## config.mk

```make
export PLATFORM = sky130hd
export DESIGN_NAME = can_diag_modes_timestamp
export DESIGN_NICKNAME = d
export VERILOG_FILES = /design/src/rtl/can_diag_pkg.sv /design/src/rtl/can_pin_sync.sv /design/src/rtl/can_diag_modes_timestamp.sv
export SDC_FILE = /design/constraint.sdc
export NUM_CORES = 1
export LEC_CHECK = 0
export BUFFER_PORTS_ARGS = -buffer_cell sky130_fd_sc_hd__clkbuf_2
export CAP_MARGIN = 5
export CORE_MARGIN = 8
export CORE_UTILIZATION = 45
export DETAILED_ROUTE_END_ITERATION = 6
export GPL_TIMING_DRIVEN = 0
export PLACE_DENSITY = 0.8
export REMOVE_ABC_BUFFERS = 1
export SYNTH_ARGS = -nofsm -noshare
export SYNTH_HDL_FRONTEND = slang
export SYNTH_SLANG_ARGS = --single-unit
```

## constraint.sdc

```tcl
create_clock -name core_clk -period 4.05 [get_ports core_clk]
set_clock_uncertainty 0.1 [all_clocks]
set_input_delay 0.405 -clock core_clk [delete_from_list [all_inputs] [get_ports core_clk]]
set_output_delay 0.405 -clock core_clk [all_outputs]
set_load 0.1 [all_outputs]
```

## src/rtl/can_diag_pkg.sv

```systemverilog
// Constants, modes and carriers for the CAN diagnostic-mode and time-stamp block.
// Assumes a protocol core on the same clock that reports frame events and takes controls.
package can_diag_pkg;

   localparam int ADDR_W = 8;
   localparam int DATA_W = 32;

   localparam logic [ADDR_W-1:0] CTRL_OFS = 8'h00;
   localparam logic [ADDR_W-1:0] STATUS_OFS = 8'h04;
   localparam logic [ADDR_W-1:0] IRQ_EN_OFS = 8'h08;
   localparam logic [ADDR_W-1:0] LEC_OFS = 8'h0C;
   localparam logic [ADDR_W-1:0] TS_CTRL_OFS = 8'h10;
   localparam logic [ADDR_W-1:0] TX_REQ_OFS = 8'h14;

   localparam int MODE_LSB = 0;
   localparam int ALS_BIT = 4;
   localparam int VALF_BIT = 8;
   localparam int ST_TXC_BIT = 0;
   localparam int ST_PERR_BIT = 3;
   localparam int ST_ARB_BIT = 4;
   localparam int ST_WAKE_BIT = 5;
   localparam int TXC_IE_BIT = 0;
   localparam int TS_SEL_BIT = 0;
   localparam int TS_EN_BIT = 1;
   localparam int TS_LOCK_BIT = 2;
   localparam int TXRQ_BIT = 0;

   localparam logic RECESSIVE = 1'b1;
   localparam logic FLAG_RESET = 1'b0;
   localparam logic TRIGGER_RESET = 1'b0;
   localparam logic [2:0] LEC_RESET = 3'h0;
   localparam logic [DATA_W-1:0] RDATA_RESET = 32'h0000_0000;

   typedef enum logic [2:0] {
      MODE_INIT = 3'b000,
      MODE_NORMAL = 3'b001,
      MODE_NORMAL_ABT = 3'b010,
      MODE_RX_ONLY = 3'b011,
      MODE_SINGLE_SHOT = 3'b100,
      MODE_SELF_TEST = 3'b101,
      MODE_SLEEP = 3'b110
   } op_mode_e;

   // Events from the protocol core, one-cycle pulses
   typedef struct packed {
      logic sof;
      logic eof_last;
      logic data_frame;
      logic rx_valid;
      logic tx_ok;
      logic arb_loss;
      logic error;
      logic [2:0] err_code;
      logic store_buf0_start;
   } core_evt_s;

   // Controls back to the protocol core, levels
   typedef struct packed {
      logic rx_bit;
      logic tx_start_permit;
      logic tec_update_enable;
      logic ack_assumed;
      logic retry_after_arb;
      logic retry_after_err;
   } core_ctl_s;

endpackage

```

## src/rtl/can_pin_sync.sv

```systemverilog
// Two-flop synchroniser for the receive pin.
// Assumes an asynchronous input; only the second stage is read outside.
`timescale 1ns/1ps
`default_nettype none
module can_pin_sync (
   input wire logic core_clk,
   input wire logic resetn,
   input wire logic pin_async,
   output logic pin_sync
);
   import can_diag_pkg::*;

   logic stage1;

   always_ff @(posedge core_clk or negedge resetn) begin
      if (!resetn) begin
         stage1 <= RECESSIVE;
         pin_sync <= RECESSIVE;
      end else begin
         stage1 <= pin_async;
         pin_sync <= stage1;
      end
   end
endmodule
`default_nettype wire

```

## src/rtl/can_diag_modes_timestamp.sv

```systemverilog
// Diagnostic modes, sleep wake-up and time-stamp trigger for a CAN protocol core.
// Assumes the core runs on core_clk, pulses events in core_evt, and obeys core_ctl.
`timescale 1ns/1ps
`default_nettype none
module can_diag_modes_timestamp (
   input wire logic core_clk,
   input wire logic resetn,
   input wire logic [can_diag_pkg::ADDR_W-1:0] reg_addr,
   input wire logic [can_diag_pkg::DATA_W-1:0] reg_wdata,
   input wire logic reg_wr,
   input wire logic reg_rd,
   output logic [can_diag_pkg::DATA_W-1:0] reg_rdata,
   input wire logic can_rx_pin,
   output logic can_tx_pin,
   input wire logic core_tx_bit,
   input wire can_diag_pkg::core_evt_s core_evt,
   output can_diag_pkg::core_ctl_s core_ctl,
   output logic irq_request,
   output logic wakeup_irq,
   output logic timestamp_capture_trigger
);
   import can_diag_pkg::*;

   op_mode_e mode;
   logic arb_loss_retry_select;
   logic valid_reception_flag;
   logic tx_complete_status;
   logic protocol_error_status;
   logic arb_loss_status;
   logic wakeup_status;
   logic tx_complete_irq_enable;
   logic [2:0] last_error_code_field;
   logic timestamp_event_select;
   logic timestamp_output_enable;
   logic timestamp_lock_enable;
   logic tx_request_flag;
   logic rx_sync;
   logic rx_prev;

   logic wr_ctrl;
   logic wr_status;
   logic wr_irq_en;
   logic wr_ts;
   logic wr_txreq;
   logic rx_fall;
   logic wake_event;
   logic pin_drive_ok;
   logic tx_capable;
   logic rx_capable;
   logic single_shot;
   logic tx_clear;
   logic ts_event;
   logic lock_hit;
   logic next_txc;
   logic next_wake;
   core_ctl_s next_ctl;
   logic [DATA_W-1:0] next_rdata;

   can_pin_sync u_rx_sync (
      .core_clk(core_clk),
      .resetn(resetn),
      .pin_async(can_rx_pin),
      .pin_sync(rx_sync)
   );

   assign wr_ctrl = reg_wr && (reg_addr == CTRL_OFS);
   assign wr_status = reg_wr && (reg_addr == STATUS_OFS);
   assign wr_irq_en = reg_wr && (reg_addr == IRQ_EN_OFS);
   assign wr_ts = reg_wr && (reg_addr == TS_CTRL_OFS);
   assign wr_txreq = reg_wr && (reg_addr == TX_REQ_OFS);

   // Mode decode
   always_comb begin
      pin_drive_ok = 1'b0;
      tx_capable = 1'b0;
      rx_capable = 1'b1;
      single_shot = 1'b0;
      case (mode)
         MODE_INIT: begin
            rx_capable = 1'b0;
         end
         MODE_NORMAL, MODE_NORMAL_ABT: begin
            pin_drive_ok = 1'b1;
            tx_capable = 1'b1;
         end
         MODE_SINGLE_SHOT: begin
            pin_drive_ok = 1'b1;
            tx_capable = 1'b1;
            single_shot = 1'b1;
         end
         MODE_RX_ONLY: begin
            pin_drive_ok = 1'b0;
            tx_capable = 1'b0;
         end
         MODE_SELF_TEST: begin
            pin_drive_ok = 1'b0;
            tx_capable = 1'b1;
         end
         MODE_SLEEP: begin
            rx_capable = 1'b0;
         end
         default: begin
            rx_capable = 1'b0;
         end
      endcase
   end

   // Wake-up on falling receive edge, also after sleep entered from self-test
   assign rx_fall = rx_prev && !rx_sync;
   assign wake_event = (mode == MODE_SLEEP) && rx_fall;

   always_ff @(posedge core_clk or negedge resetn) begin
      if (!resetn) begin
         rx_prev <= RECESSIVE;
      end else begin
         rx_prev <= rx_sync;
      end
   end

   always_ff @(posedge core_clk or negedge resetn) begin
      if (!resetn) begin
         mode <= MODE_INIT;
         arb_loss_retry_select <= FLAG_RESET;
      end else begin
         if (wake_event) begin
            mode <= MODE_NORMAL;
         end else if (wr_ctrl) begin
            mode <= op_mode_e'(reg_wdata[MODE_LSB+:3]);
         end
         if (wr_ctrl) begin
            arb_loss_retry_select <= reg_wdata[ALS_BIT];
         end
      end
   end

   // Sticky valid reception, set wins over write-one-clear
   always_ff @(posedge core_clk or negedge resetn) begin
      if (!resetn) begin
         valid_reception_flag <= FLAG_RESET;
      end else if (core_evt.rx_valid && rx_capable) begin
         valid_reception_flag <= 1'b1;
      end else if (wr_ctrl && reg_wdata[VALF_BIT]) begin
         valid_reception_flag <= 1'b0;
      end
   end

   // Status bits, write one to clear, hardware set wins
   always_comb begin
      next_txc = tx_complete_status;
      if (wr_status && reg_wdata[ST_TXC_BIT]) begin
         next_txc = 1'b0;
      end
      if (core_evt.tx_ok) begin
         next_txc = 1'b1;
      end
      next_wake = wakeup_status;
      if (wr_status && reg_wdata[ST_WAKE_BIT]) begin
         next_wake = 1'b0;
      end
      if (wake_event) begin
         next_wake = 1'b1;
      end
   end

   always_ff @(posedge core_clk or negedge resetn) begin
      if (!resetn) begin
         tx_complete_status <= FLAG_RESET;
         wakeup_status <= FLAG_RESET;
         protocol_error_status <= FLAG_RESET;
         arb_loss_status <= FLAG_RESET;
         last_error_code_field <= LEC_RESET;
      end else begin
         tx_complete_status <= next_txc;
         wakeup_status <= next_wake;
         if (core_evt.error) begin
            protocol_error_status <= 1'b1;
            last_error_code_field <= core_evt.err_code;
         end else if (wr_status && reg_wdata[ST_PERR_BIT]) begin
            protocol_error_status <= 1'b0;
         end
         if (core_evt.arb_loss) begin
            arb_loss_status <= 1'b1;
         end else if (wr_status && reg_wdata[ST_ARB_BIT]) begin
            arb_loss_status <= 1'b0;
         end
      end
   end

   always_ff @(posedge core_clk or negedge resetn) begin
      if (!resetn) begin
         tx_complete_irq_enable <= FLAG_RESET;
         irq_request <= FLAG_RESET;
         wakeup_irq <= FLAG_RESET;
      end else begin
         if (wr_irq_en) begin
            tx_complete_irq_enable <= reg_wdata[TXC_IE_BIT];
         end
         irq_request <= next_txc && tx_complete_irq_enable;
         wakeup_irq <= next_wake;
      end
   end

   // Transmit request: success always ends it; single-shot also on error, and on loss unless arb_loss_retry_select is set
   assign tx_clear = core_evt.tx_ok
      || (single_shot && core_evt.error)
      || (single_shot && core_evt.arb_loss && !arb_loss_retry_select);

   always_ff @(posedge core_clk or negedge resetn) begin
      if (!resetn) begin
         tx_request_flag <= FLAG_RESET;
      end else if (wr_txreq) begin
         tx_request_flag <= reg_wdata[TXRQ_BIT];
      end else if (tx_clear) begin
         tx_request_flag <= 1'b0;
      end
   end

   // Controls to the protocol core
   always_comb begin
      next_ctl.rx_bit = (mode == MODE_SELF_TEST) ? core_tx_bit : rx_sync;
      next_ctl.tx_start_permit = tx_capable && tx_request_flag && !tx_clear;
      next_ctl.tec_update_enable = (mode != MODE_RX_ONLY);
      next_ctl.ack_assumed = (mode == MODE_RX_ONLY);
      next_ctl.retry_after_arb = !single_shot || arb_loss_retry_select;
      next_ctl.retry_after_err = !single_shot;
   end

   always_ff @(posedge core_clk or negedge resetn) begin
      if (!resetn) begin
         core_ctl <= '{rx_bit: RECESSIVE, tec_update_enable: 1'b1, retry_after_arb: 1'b1,
                       retry_after_err: 1'b1, default: 1'b0};
         can_tx_pin <= RECESSIVE;
      end else begin
         core_ctl <= next_ctl;
         can_tx_pin <= pin_drive_ok ? core_tx_bit : RECESSIVE;
      end
   end

   // Time-stamp trigger
   assign ts_event = timestamp_output_enable && core_evt.data_frame
      && (timestamp_event_select ? core_evt.eof_last : core_evt.sof);
   assign lock_hit = timestamp_lock_enable && core_evt.store_buf0_start
      && (mode != MODE_NORMAL_ABT);

   always_ff @(posedge core_clk or negedge resetn) begin
      if (!resetn) begin
         timestamp_capture_trigger <= TRIGGER_RESET;
      end else if (ts_event) begin
         timestamp_capture_trigger <= !timestamp_capture_trigger;
      end
   end

   always_ff @(posedge core_clk or negedge resetn) begin
      if (!resetn) begin
         timestamp_event_select <= FLAG_RESET;
         timestamp_output_enable <= FLAG_RESET;
         timestamp_lock_enable <= FLAG_RESET;
      end else begin
         if (wr_ts) begin
            timestamp_event_select <= reg_wdata[TS_SEL_BIT];
            timestamp_lock_enable <= reg_wdata[TS_LOCK_BIT];
         end
         if (lock_hit) begin
            timestamp_output_enable <= 1'b0;
         end else if (wr_ts) begin
            timestamp_output_enable <= reg_wdata[TS_EN_BIT];
         end
      end
   end

   // Read port, data one cycle after the strobe
   always_comb begin
      next_rdata = RDATA_RESET;
      case (reg_addr)
         CTRL_OFS: begin
            next_rdata[MODE_LSB+:3] = mode;
            next_rdata[ALS_BIT] = arb_loss_retry_select;
            next_rdata[VALF_BIT] = valid_reception_flag;
         end
         STATUS_OFS: begin
            next_rdata[ST_TXC_BIT] = tx_complete_status;
            next_rdata[ST_PERR_BIT] = protocol_error_status;
            next_rdata[ST_ARB_BIT] = arb_loss_status;
            next_rdata[ST_WAKE_BIT] = wakeup_status;
         end
         IRQ_EN_OFS: begin
            next_rdata[TXC_IE_BIT] = tx_complete_irq_enable;
         end
         LEC_OFS: begin
            next_rdata[2:0] = last_error_code_field;
         end
         TS_CTRL_OFS: begin
            next_rdata[TS_SEL_BIT] = timestamp_event_select;
            next_rdata[TS_EN_BIT] = timestamp_output_enable;
            next_rdata[TS_LOCK_BIT] = timestamp_lock_enable;
         end
         TX_REQ_OFS: begin
            next_rdata[TXRQ_BIT] = tx_request_flag;
         end
         default: begin
            next_rdata = RDATA_RESET;
         end
      endcase
   end

   always_ff @(posedge core_clk or negedge resetn) begin
      if (!resetn) begin
         reg_rdata <= RDATA_RESET;
      end else if (reg_rd) begin
         reg_rdata <= next_rdata;
      end else begin
         reg_rdata <= RDATA_RESET;
      end
   end
endmodule
`default_nettype wire

```

==> results.sh, run 1 <==
export IMPL_outcome="finished clean"
export IMPL_intPower_mw=0.607
export IMPL_slew_headroom_pct=41.8
export IMPL_pwr_share_seq_pct=40.9
export IMPL_post_route_min_period_ns=1.81
export IMPL_final_cell_area_um2=2100
export IMPL_drv_slew=0
export IMPL_routed_wl_um=3990
export IMPL_cp_required_ns=4.12
export IMPL_async_reset_ff_share_pct=100
export IMPL_row_count=23
export IMPL_report_final_setup_viol=0
export IMPL_io_pins=99
export IMPL_critPathKind="input port to register"
export IMPL_crit_chain="clkbuf_2, nor4b_4, and3_1, mux2_4"
export IMPL_crit_end="arb_loss_retry_select$_DFFE_PN0P_"
export IMPL_synth_edf_count=0
export IMPL_antenna_found_initial=0
export IMPL_die_h_um=80.2
export IMPL_netlist_area_um2=1860
export IMPL_critPathMaxStageDelay_ns=0.57
export IMPL_die_x_um=80.2
export IMPL_nNetsFinal=267
export IMPL_syn_inst=164
export IMPL_crit_arrival_ns=1.89
export IMPL_reg2regPathDepth=3
export IMPL_cts_root_buf="clkbuf_8"
export IMPL_whs_ns=0.0977
export IMPL_ys_seq_area_share_pct=49.1
export IMPL_gr_total_overflow=0
export IMPL_grt_met2_usage_pct=20.4
export IMPL_cap_violations=0
export IMPL_grt_pass1_wl_um=6470
export IMPL_dp_slack_ns=1.51
export IMPL_cts_path_max_buffers=2
export IMPL_synth_distinct_cells=43
export IMPL_power_mw=1.11
export IMPL_grt_busiest_layer="met2"
export IMPL_r2r_end="core_ctl[4]$_DFF_PN0_"
export IMPL_avgSynthCellArea_um2=11.3
export IMPL_post_route_period_util_pct=44.8
export IMPL_grtUsageMet1_pct=15.4
export IMPL_drtAntennaViolNets=0
export IMPL_rrSetupSlack_ns=2.45
export IMPL_cts_resized=0
export IMPL_crit_slowest_cell="nor4b_4"
export IMPL_drc=0
export IMPL_swShare_pct=45.1
export IMPL_synth_area_top_cells="dfrtp_1 (38%), dfstp_2 (11%), buf_4 (10%)"
export IMPL_startpoint="reg_addr[3]"
export IMPL_fmaxAchievable_ghz=0.551
export IMPL_multi_input_area_um2=788
export IMPL_clkPwrFrac_pct=21.8
export IMPL_hp_class="input port to register"
export IMPL_regArea_um2=911
export IMPL_yosys_warnings=0
export IMPL_crit_fanout=10
export IMPL_clk_pin_slew_worst_paths_ns=0.07
export IMPL_track_usage_pct=13.0
export IMPL_ys_flop_type="dfrtp_1"
export IMPL_worst_slack_ns=2.24
export IMPL_rsz0062_at_grt="no"
export IMPL_n_fill_cell=375
export IMPL_die_area_um2=6430
export IMPL_global_route_usage_met3_pct=4.91
export IMPL_vias_per_cell=4.97
export IMPL_hold_viol=0
export IMPL_core_um2=3970
export IMPL_firstDrtPassIters=4
export IMPL_hpwl_um=3020
export IMPL_synth_top_cell_area_share_pct=37.8
export IMPL_r2r_start="mode[1]$_DFFE_PN0P_"
export IMPL_hp_start="can_rx_pin"
export IMPL_area_growth_pct=13.0
export IMPL_layout_drive_gt1_share_pct=38.4
export IMPL_numCtsBuffers=5
export IMPL_synth_seq_cells=36
export IMPL_placed_area_um2=2010
export IMPL_synth_top_area_cell="dfrtp_1"
export IMPL_antenna_cells=0
export IMPL_tightest_slew_ns=0.872
export IMPL_max_vdd_ir_drop_v=0.000270
export IMPL_power_density_nw_per_um2=527
export IMPL_portBuffers=48
export IMPL_vias=1297
export IMPL_start_util_pct=46.7
export IMPL_finalWeightedCongestion=0.775
export IMPL_start_kind="input port"
export IMPL_tns_ns=0
export IMPL_cts_tree="yes"
export IMPL_pwr_share_comb_pct=37.3
export IMPL_holdBufCountCts=0
export IMPL_cts_num_sinks=36
export IMPL_grt_pass1_vias=1422
export IMPL_drt_iter0_drc=112
export IMPL_switchingPower_mw=0.499
export IMPL_leakage_nw=1.01
export IMPL_cts_setup_buffers=0
export IMPL_grt_max_degree=37
export IMPL_critPathCaptureType="register"
export IMPL_insertion_delay_ns=0.29
export IMPL_htreeDepth=2
export IMPL_wl_per_cell_um=15.3
==> registers in the layout (all words and copies together), names as in the netlist, 3 cells and up <==
register / cells
last_error_code_field: 3
mode: 3
reg_rdata: 7
core_ctl: 6
==> synthesized netlist by cell type, types with 5 or more instances <==
master,instances
o21ai_0,8
dfstp_2,8
mux2i_1,5
dfrtp_1,28
buf_4,25
nand4_1,7
a21o_1,5
mux2_2,6
nand2_1,5
nor2_1,5
==> worst min-delay path by stage <==
stage                                   endpoint  slack (ns)  cells after the start
2_1_floorplan  arb_loss_retry_select$_DFFE_PN0P_       0.009                      0
3_3_place_gp        u_rx_sync.pin_sync$_DFF_PN1_        0.25                      0
3_5_place_dp        u_rx_sync.pin_sync$_DFF_PN1_        0.25                      0
4_1_cts               u_rx_sync.stage1$_DFF_PN1_        0.09                      1
5_1_grt               u_rx_sync.stage1$_DFF_PN1_        0.08                      1
6_report              u_rx_sync.stage1$_DFF_PN1_         0.1                      1
==> cell usage in the layout (no fill, tap or decap), types with 2 or more instances in the layout <==
| cell type | Yosys | routed |
|---|---|---|
| nand4_1 | 7 | 7 |
| and3_1 | 2 | 2 |
| or3b_2 | 3 | 3 |
| conb_1 | 1 | 25 |
| clkbuf_1 | 3 | 3 |
| nor2_1 | 5 | 5 |
| dfrtp_1 | 28 | 28 |
| nor2b_1 | 2 | 2 |
| nand2b_1 | 3 | 3 |
| nand3_1 | 4 | 4 |
| clkbuf_2 | 0 | 48 |
| nand2_1 | 5 | 5 |
| a21o_1 | 5 | 5 |
| or2_2 | 3 | 3 |
| mux2i_1 | 5 | 5 |
| and4_1 | 2 | 2 |
| mux2_2 | 6 | 6 |
| mux2_4 | 3 | 3 |
| dfstp_2 | 8 | 8 |
| xnor2_1 | 2 | 2 |
| o21a_1 | 2 | 2 |
| o21ai_0 | 8 | 8 |
| clkbuf_8 | 0 | 5 |
| nor3b_1 | 4 | 4 |
| a21oi_1 | 3 | 3 |
| inv_1 | 4 | 4 |
==> cell type report <==
class	count	share of cell area (%)
Clock buffer	8	3.82
Sequential cell	36	43.4
Tap cell	50	2.98
Multi-Input combinational cell	115	37.6
Inverter	4	0.716
Timing Repair Buffer	48	11.5
==> kinds of logic (layout without fill, tap and decap cells) <==
| kind of cell | after synthesis | count (layout) | synth area share [%] |
|---|---|---|---|
| buffers and inverters | 37 | 60 | 13.6 |
| xor gates and xnor gates | 2 | 2 | 0.944 |
| muxes | 15 | 15 | 10.2 |
| other | 1 | 25 | 0.202 |
| DFF | 36 | 36 | 49.1 |
| AOI/OAI and AO/OA | 23 | 23 | 8.02 |
| and+or+nand+nor | 50 | 50 | 18.0 |
==> worst max-delay path: cells and delay by family <==
kind / cells / cell delay, ns
multiplexers: 1 / 0.32
buffers and inverters: 1 / 0.18
AND/OR/NAND/NOR: 2 / 0.97
==> routing by layer <==
layer	vias to the layer above	wire length, um
li1	614	-
met1	619	1680
met2	55	1910
met3	9	318
met4	0	83
met5	-	0
==> stage by stage <==
step	std cells	util, %
3_5_place_dp	253	50.7
2_1_floorplan	155	-
5_1_grt	261	52.8
6_report	261	52.8
3_3_place_gp	253	50.7
4_1_cts	261	52.7
==> power groups by stage <==
stage / Combinational [mW] / Sequential [mW] / Clock [mW]
final: 0.413 / 0.452 / 0.240
after CTS: 0.415 / 0.451 / 0.250
after global placement: 0.409 / 0.457 / 0
after floorplan: 0.175 / 0.620 / 0
after detailed placement: 0.415 / 0.457 / 0
after global routing: 0.434 / 0.460 / 0.263
No activity file was read; power rests on OpenSTA's default activity.
==> run 2, diff against run 1 <==
clock period = 1.67 ns   (was 4.05 ns; I/O delays follow)
==> run 2 against run 1 <==
Compared with the run above:
- worst hold slack lost 0.090 ns
- setup slack lost 2.2 ns
- via count grew 1.4%
- die area is the same
- power grew 140%
- global-route usage grew 0.35 points
- count of clock-buffer cells in the layout is the same
- highest routed layer unchanged
- sequential share of layout area shrank 0.87 points
==> results.sh, run 2 (synthesis results as in run 1) <==
export IMPL_grt_max_degree=37
export IMPL_cp_required_ns=1.73
export IMPL_utilization_pct=54.0
export IMPL_routed_wl_um=4080
export IMPL_insertion_delay_ns=0.29
export IMPL_final_cell_area_um2=2150
export IMPL_rsz0062_at_grt="no"
export IMPL_tns_ns=0
export IMPL_die_h_um=80.2
export IMPL_slew_headroom_pct=41.5
export IMPL_highest_layer="met4"
export IMPL_critPathCaptureType="register"
export IMPL_cap_violations=0
export IMPL_area_growth_pct=15.6
export IMPL_start_util_pct=46.7
export IMPL_largest_register_ffs=7
export IMPL_drt_iter0_drc=92
export IMPL_max_vdd_ir_drop_v=0.000654
export IMPL_portBuffers=48
export IMPL_cts_tree="yes"
export IMPL_hpwl_um=3020
export IMPL_crit_slowest_cell="dfrtp_1"
export IMPL_tightest_slew_ns=0.877
export IMPL_wl_met2_um=1980
export IMPL_crit_arrival_ns=1.64
export IMPL_start_kind="register"
export IMPL_top_register="reg_rdata"
export IMPL_power_density_nw_per_um2=1260
export IMPL_vias=1315
export IMPL_rrSetupSlack_ns=0.08
export IMPL_critPathMaxStageDelay_ns=0.52
export IMPL_numCtsBuffers=5
export IMPL_core_um2=3970
export IMPL_wl_per_cell_um=15.4
export IMPL_r2r_end="core_ctl[4]$_DFF_PN0_"
export IMPL_power_mw=2.70
export IMPL_hold_end="last_error_code_field[2]$_DFFE_PN0P_"
export IMPL_cts_num_sinks=36
export IMPL_hp_start="core_evt[3]"
export IMPL_cts_root_buf="clkbuf_8"
export IMPL_clk_pin_slew_worst_paths_ns=0.07
export IMPL_cts_path_max_buffers=2
export IMPL_crit_chain="or3b_2, a21oi_1, nor4bb_1"
export IMPL_drtAntennaViolNets=0
export IMPL_hold_viol=0
export IMPL_drv_slew=0
export IMPL_htreeDepth=2
export IMPL_met3_length_um=305
export IMPL_drc=0
export IMPL_gr_total_overflow=0
export IMPL_layout_drive_gt1_share_pct=38.6
export IMPL_layout_commonest_cell="clkbuf_2"
export IMPL_vias_per_cell=4.96
export IMPL_nNetsFinal=271
export IMPL_startpoint="mode[2]$_DFFE_PN0P_"
export IMPL_grt_pass1_wl_um=6630
export IMPL_worst_slack_ns=0.0830
export IMPL_hp_class="input port to register"
export IMPL_grt_pass1_vias=1450
export IMPL_top_regs="reg_rdata x7, core_ctl x6"
export IMPL_dp_slack_ns=-0.631
export IMPL_post_route_min_period_ns=1.59
export IMPL_firstDrtPassIters=4
export IMPL_placed_area_um2=2010
export IMPL_crit_fanout=11
export IMPL_fmaxAchievable_ghz=0.630
export IMPL_die_area_um2=6430
export IMPL_report_final_setup_viol=0
export IMPL_post_route_period_util_pct=95.0
export IMPL_row_count=23
export IMPL_mostFrequentLayoutCells="clkbuf_2 (48), dfrtp_1 (26), conb_1 (25)"
export IMPL_reg2regPathDepth=3
export IMPL_leakage_nw=1.03
export IMPL_antenna_cells=0
export IMPL_whs_path_depth=2
export IMPL_track_usage_pct=13.4
export IMPL_io_pins=99
export IMPL_finalWeightedCongestion=0.775
export IMPL_r2r_start="mode[2]$_DFFE_PN0P_"
export IMPL_outcome="finished clean"
export IMPL_wl_met1_um=1710
export IMPL_antenna_found_initial=0
export IMPL_die_x_um=80.2
export IMPL_critPathKind="register to register"
[run 2: how the worst max path moves through the flow]
stage | end | slack [ns]
global placement | timestamp_lock_enable$_DFFE_PN0P_ | -0.56
finish | core_ctl[4]$_DFF_PN0_ | 0.08
floorplan | timestamp_event_select$_DFFE_PN0P_ | -0.16
CTS | tx_request_flag$_DFFE_PN0P_ | 0.07
global route | arb_loss_retry_select$_DFFE_PN0P_ | 0.008
detailed placement | arb_loss_retry_select$_DFFE_PN0P_ | -0.63
[run 2: power breakdown]
part,internal [mW],switching (mW)
Combinational,0.193,0.818
Sequential,0.992,0.109
Clock,0.296,0.288
Total,1.48,1.22
[run 2: per-layer routing]
| metal | up-vias | GRT usage [%] |
|---|---|---|
| met4 | 0 | 6.18 |
| met3 | 9 | 4.91 |
| met5 | - | 0 |
| met1 | 626 | 15.7 |
| li1 | 625 | - |
| met2 | 55 | 21.3 |
[run 2: metrics by stage]
stage / std cells / hold WS, ns
floorplan: 155 / -0.229
global placement: 253 / 0.154
detailed placement: 253 / 0.156
CTS: 265 / 0.000705
global route: 265 / 0.00163
finish: 265 / 0.00817
[run 2: critical path, delay by kind of cell, from the launching register on]
family	cells	cell delay, ns
simple gates	2	0.63
flops	1	0.52
compound gates	1	0.21
[run 2: what timing repair did]
action	4_1_cts	5_1_grt
cloned	0	0
hold endpoints to repair	31	0
hold buffers	4	0
setup endpoints to repair	11	5
setup buffers	0	0
resized for setup	1	3
[run 2: cell type report]
class                      instances  area [um^2]
multi-input combinational        115          795
timing repair buffer              52          280
clock buffer                       8         80.1
sequential                        36          913
fill                             367         1830
tap                               50         62.6
inverter                           4         15.0
==> run 3, diff against run 2 <==
CTS_BUF_LIST = sky130_fd_sc_hd__clkbuf_2   (was not set)
RECOVER_POWER = 25   (was not set)
==> run 3 against run 2 <==
Compared with the run above:
- clock power fell by 32%
- register-to-register slack improved by 0.02 ns
- sequential power barely moved
- maximum frequency fell by 4.8%
- routed wire length rose by 1.8%
- flip-flop and latch count did not move
- largest cell class unchanged
- critical endpoint is now last_error_code_field[2]$_DFFE_PN0P_
- non-clock buffer count rose by 21
- global-route usage rose by 0.20 points
- largest power group unchanged
- worst hold slack improved by 0.023 ns
- highest routed layer unchanged
- power fell by 5.6%
- critical path depth rose by 1
==> results.sh, run 3 (synthesis results as in run 1) <==
export IMPL_drtAntennaViolNets=0
export IMPL_start_util_pct=46.7
export IMPL_cts_root_buf="clkbuf_2"
export IMPL_top_register="reg_rdata"
export IMPL_post_route_min_period_ns=1.67
export IMPL_die_area_um2=6430
export IMPL_layout_drive_gt1_share_pct=36.0
export IMPL_core_um2=3970
export IMPL_layout_commonest_cell="clkbuf_2"
export IMPL_cts_tree="yes"
export IMPL_antenna_cells=0
export IMPL_drv_slew=0
export IMPL_cts_path_max_buffers=2
export IMPL_swShare_pct=47.3
export IMPL_firstDrtPassIters=4
export IMPL_hpwl_um=3020
export IMPL_switchingPower_mw=1.20
export IMPL_grt_pass1_vias=1495
export IMPL_insertion_delay_ns=0.38
export IMPL_pwr_share_comb_pct=41.2
export IMPL_cp_required_ns=1.87
export IMPL_fmaxAchievable_ghz=0.600
export IMPL_outcome="finished clean"
export IMPL_track_usage_pct=13.6
export IMPL_top_regs="reg_rdata x7, core_ctl x6"
export IMPL_tightest_slew_ns=0.891
export IMPL_largest_register_ffs=7
export IMPL_hold_viol=0
export IMPL_numCtsBuffers=5
export IMPL_htreeDepth=2
export IMPL_clkPwrFrac_pct=15.6
export IMPL_leakage_nw=1.10
export IMPL_report_final_setup_viol=0
export IMPL_nNetsFinal=292
export IMPL_post_route_period_util_pct=99.8
export IMPL_intPower_mw=1.34
export IMPL_area_growth_pct=24.8
export IMPL_antenna_found_initial=0
export IMPL_critPathCaptureType="register"
export IMPL_start_kind="input port"
export IMPL_cts_num_sinks=36
export IMPL_die_h_um=80.2
export IMPL_portBuffers=48
export IMPL_hp_class="input port to register"
export IMPL_gr_total_overflow=0
export IMPL_placed_area_um2=2010
export IMPL_die_x_um=80.2
export IMPL_crit_arrival_ns=1.86
export IMPL_power_density_nw_per_um2=1100
export IMPL_max_vdd_ir_drop_v=0.000612
export IMPL_rsz0062_at_grt="yes"
export IMPL_slew_headroom_pct=40.6
export IMPL_finalWeightedCongestion=0.775
export IMPL_rrSetupSlack_ns=0.10
export IMPL_crit_fanout=5
export IMPL_drt_iter0_drc=79
export IMPL_critPathKind="input port to register"
export IMPL_mostFrequentLayoutCells="clkbuf_2 (50), conb_1 (25), dfrtp_1 (25), dlygate4sd3_1 (25), o21ai_0 (8)"
export IMPL_tns_ns=0
export IMPL_clk_pin_slew_worst_paths_ns=0.18
export IMPL_io_pins=99
export IMPL_drc=0
export IMPL_wl_per_cell_um=14.5
export IMPL_vias=1398
export IMPL_final_cell_area_um2=2320
export IMPL_vias_per_cell=4.89
export IMPL_row_count=23
export IMPL_pwr_share_seq_pct=43.1
export IMPL_cap_violations=0
export IMPL_grt_pass1_wl_um=6840
export IMPL_grt_max_degree=37
export IMPL_routed_wl_um=4150
run 3: cell types whose count changed in the layout (fill, tap and decap cells not counted), sizes merged:
cell	previous run	this run
buf	0	5
clkbuf	56	51
dlygate4sd3	4	25
run 3: area by class of cell:
class | count | area (um^2)
clock buffers | 8 | 40.0
fillers | 348 | 1660
inverters | 4 | 15.0
multi-input cells | 115 | 795
flip-flops and latches | 36 | 915
well taps | 50 | 62.6
repair buffers | 73 | 489
run 3: critical path, cell delays in order:
cell and delay [ns]:
dlygate4sd3_1 0.52, clkbuf_1 0.25, mux2_2 0.37, dlygate4sd3_1 0.55
run 3: path summary, 6_finish.rpt:
| check | end | depth (start not counted) | startpoint |
|---|---|---|---|
| hold / removal | tx_request_flag$_DFFE_PN0P_ | 4 | reg_addr[6] |
| setup reg to reg | core_ctl[4]$_DFF_PN0_ | 3 | mode[1]$_DFFE_PN0P_ |
| min in group asynchronous | reg_rdata[1]$_DFF_PN0_ | 2 | resetn |
| setup / recovery | last_error_code_field[2]$_DFFE_PN0P_ | 4 | core_evt[4] |
| hold reg to reg | u_rx_sync.pin_sync$_DFF_PN1_ | 0 | u_rx_sync.stage1$_DFF_PN1_ |
| max in group asynchronous | mode[0]$_DFFE_PN0P_ | 2 | resetn |
run 3: layer usage:
metal  vias to the layer above  part of all wire [%]  GRT usage [%]
li1                        668                     -              -
met1                       671                    44           16.4
met2                        53                    48           21.3
met3                         6                   7.0           5.69
met4                         0                   1.3           4.36
met5                         -                     0              0
run 3: power groups by stage:
stage / combinational [mW] / sequential (mW) / clock [mW]
after CTS: 1.05 / 1.09 / 0.419
after global routing: 1.10 / 1.12 / 0.449
final: 1.05 / 1.10 / 0.397
after detailed placement: 1.01 / 1.11 / 0
after floorplan: 0.424 / 1.50 / 0
after global placement: 0.991 / 1.11 / 0
run 3: metrics by stage:
stage	std cells	setup WS (ns)	utilization [%]	total power, mW	hold WS, ns
6_report	286	0.00287	58.3	2.55	0.0312
5_1_grt	286	-0.00839	58.3	2.67	0.0377
4_1_cts	284	0.00417	57.6	2.56	0.00206
3_5_place_dp	253	-0.631	50.7	2.11	0.156
3_3_place_gp	253	-0.563	50.7	2.10	0.154
2_1_floorplan	155	-0.155	-	1.93	-0.229
run 3: what timing repair did:
item | CTS | global route
pin swaps | 0 | 1
setup endpoints to repair | 6 | 9
hold buffers | 23 | 2
resized for setup | 1 | 9
endpoints found under the hold margin | 55 | 2
buffers inserted | 0 | 0
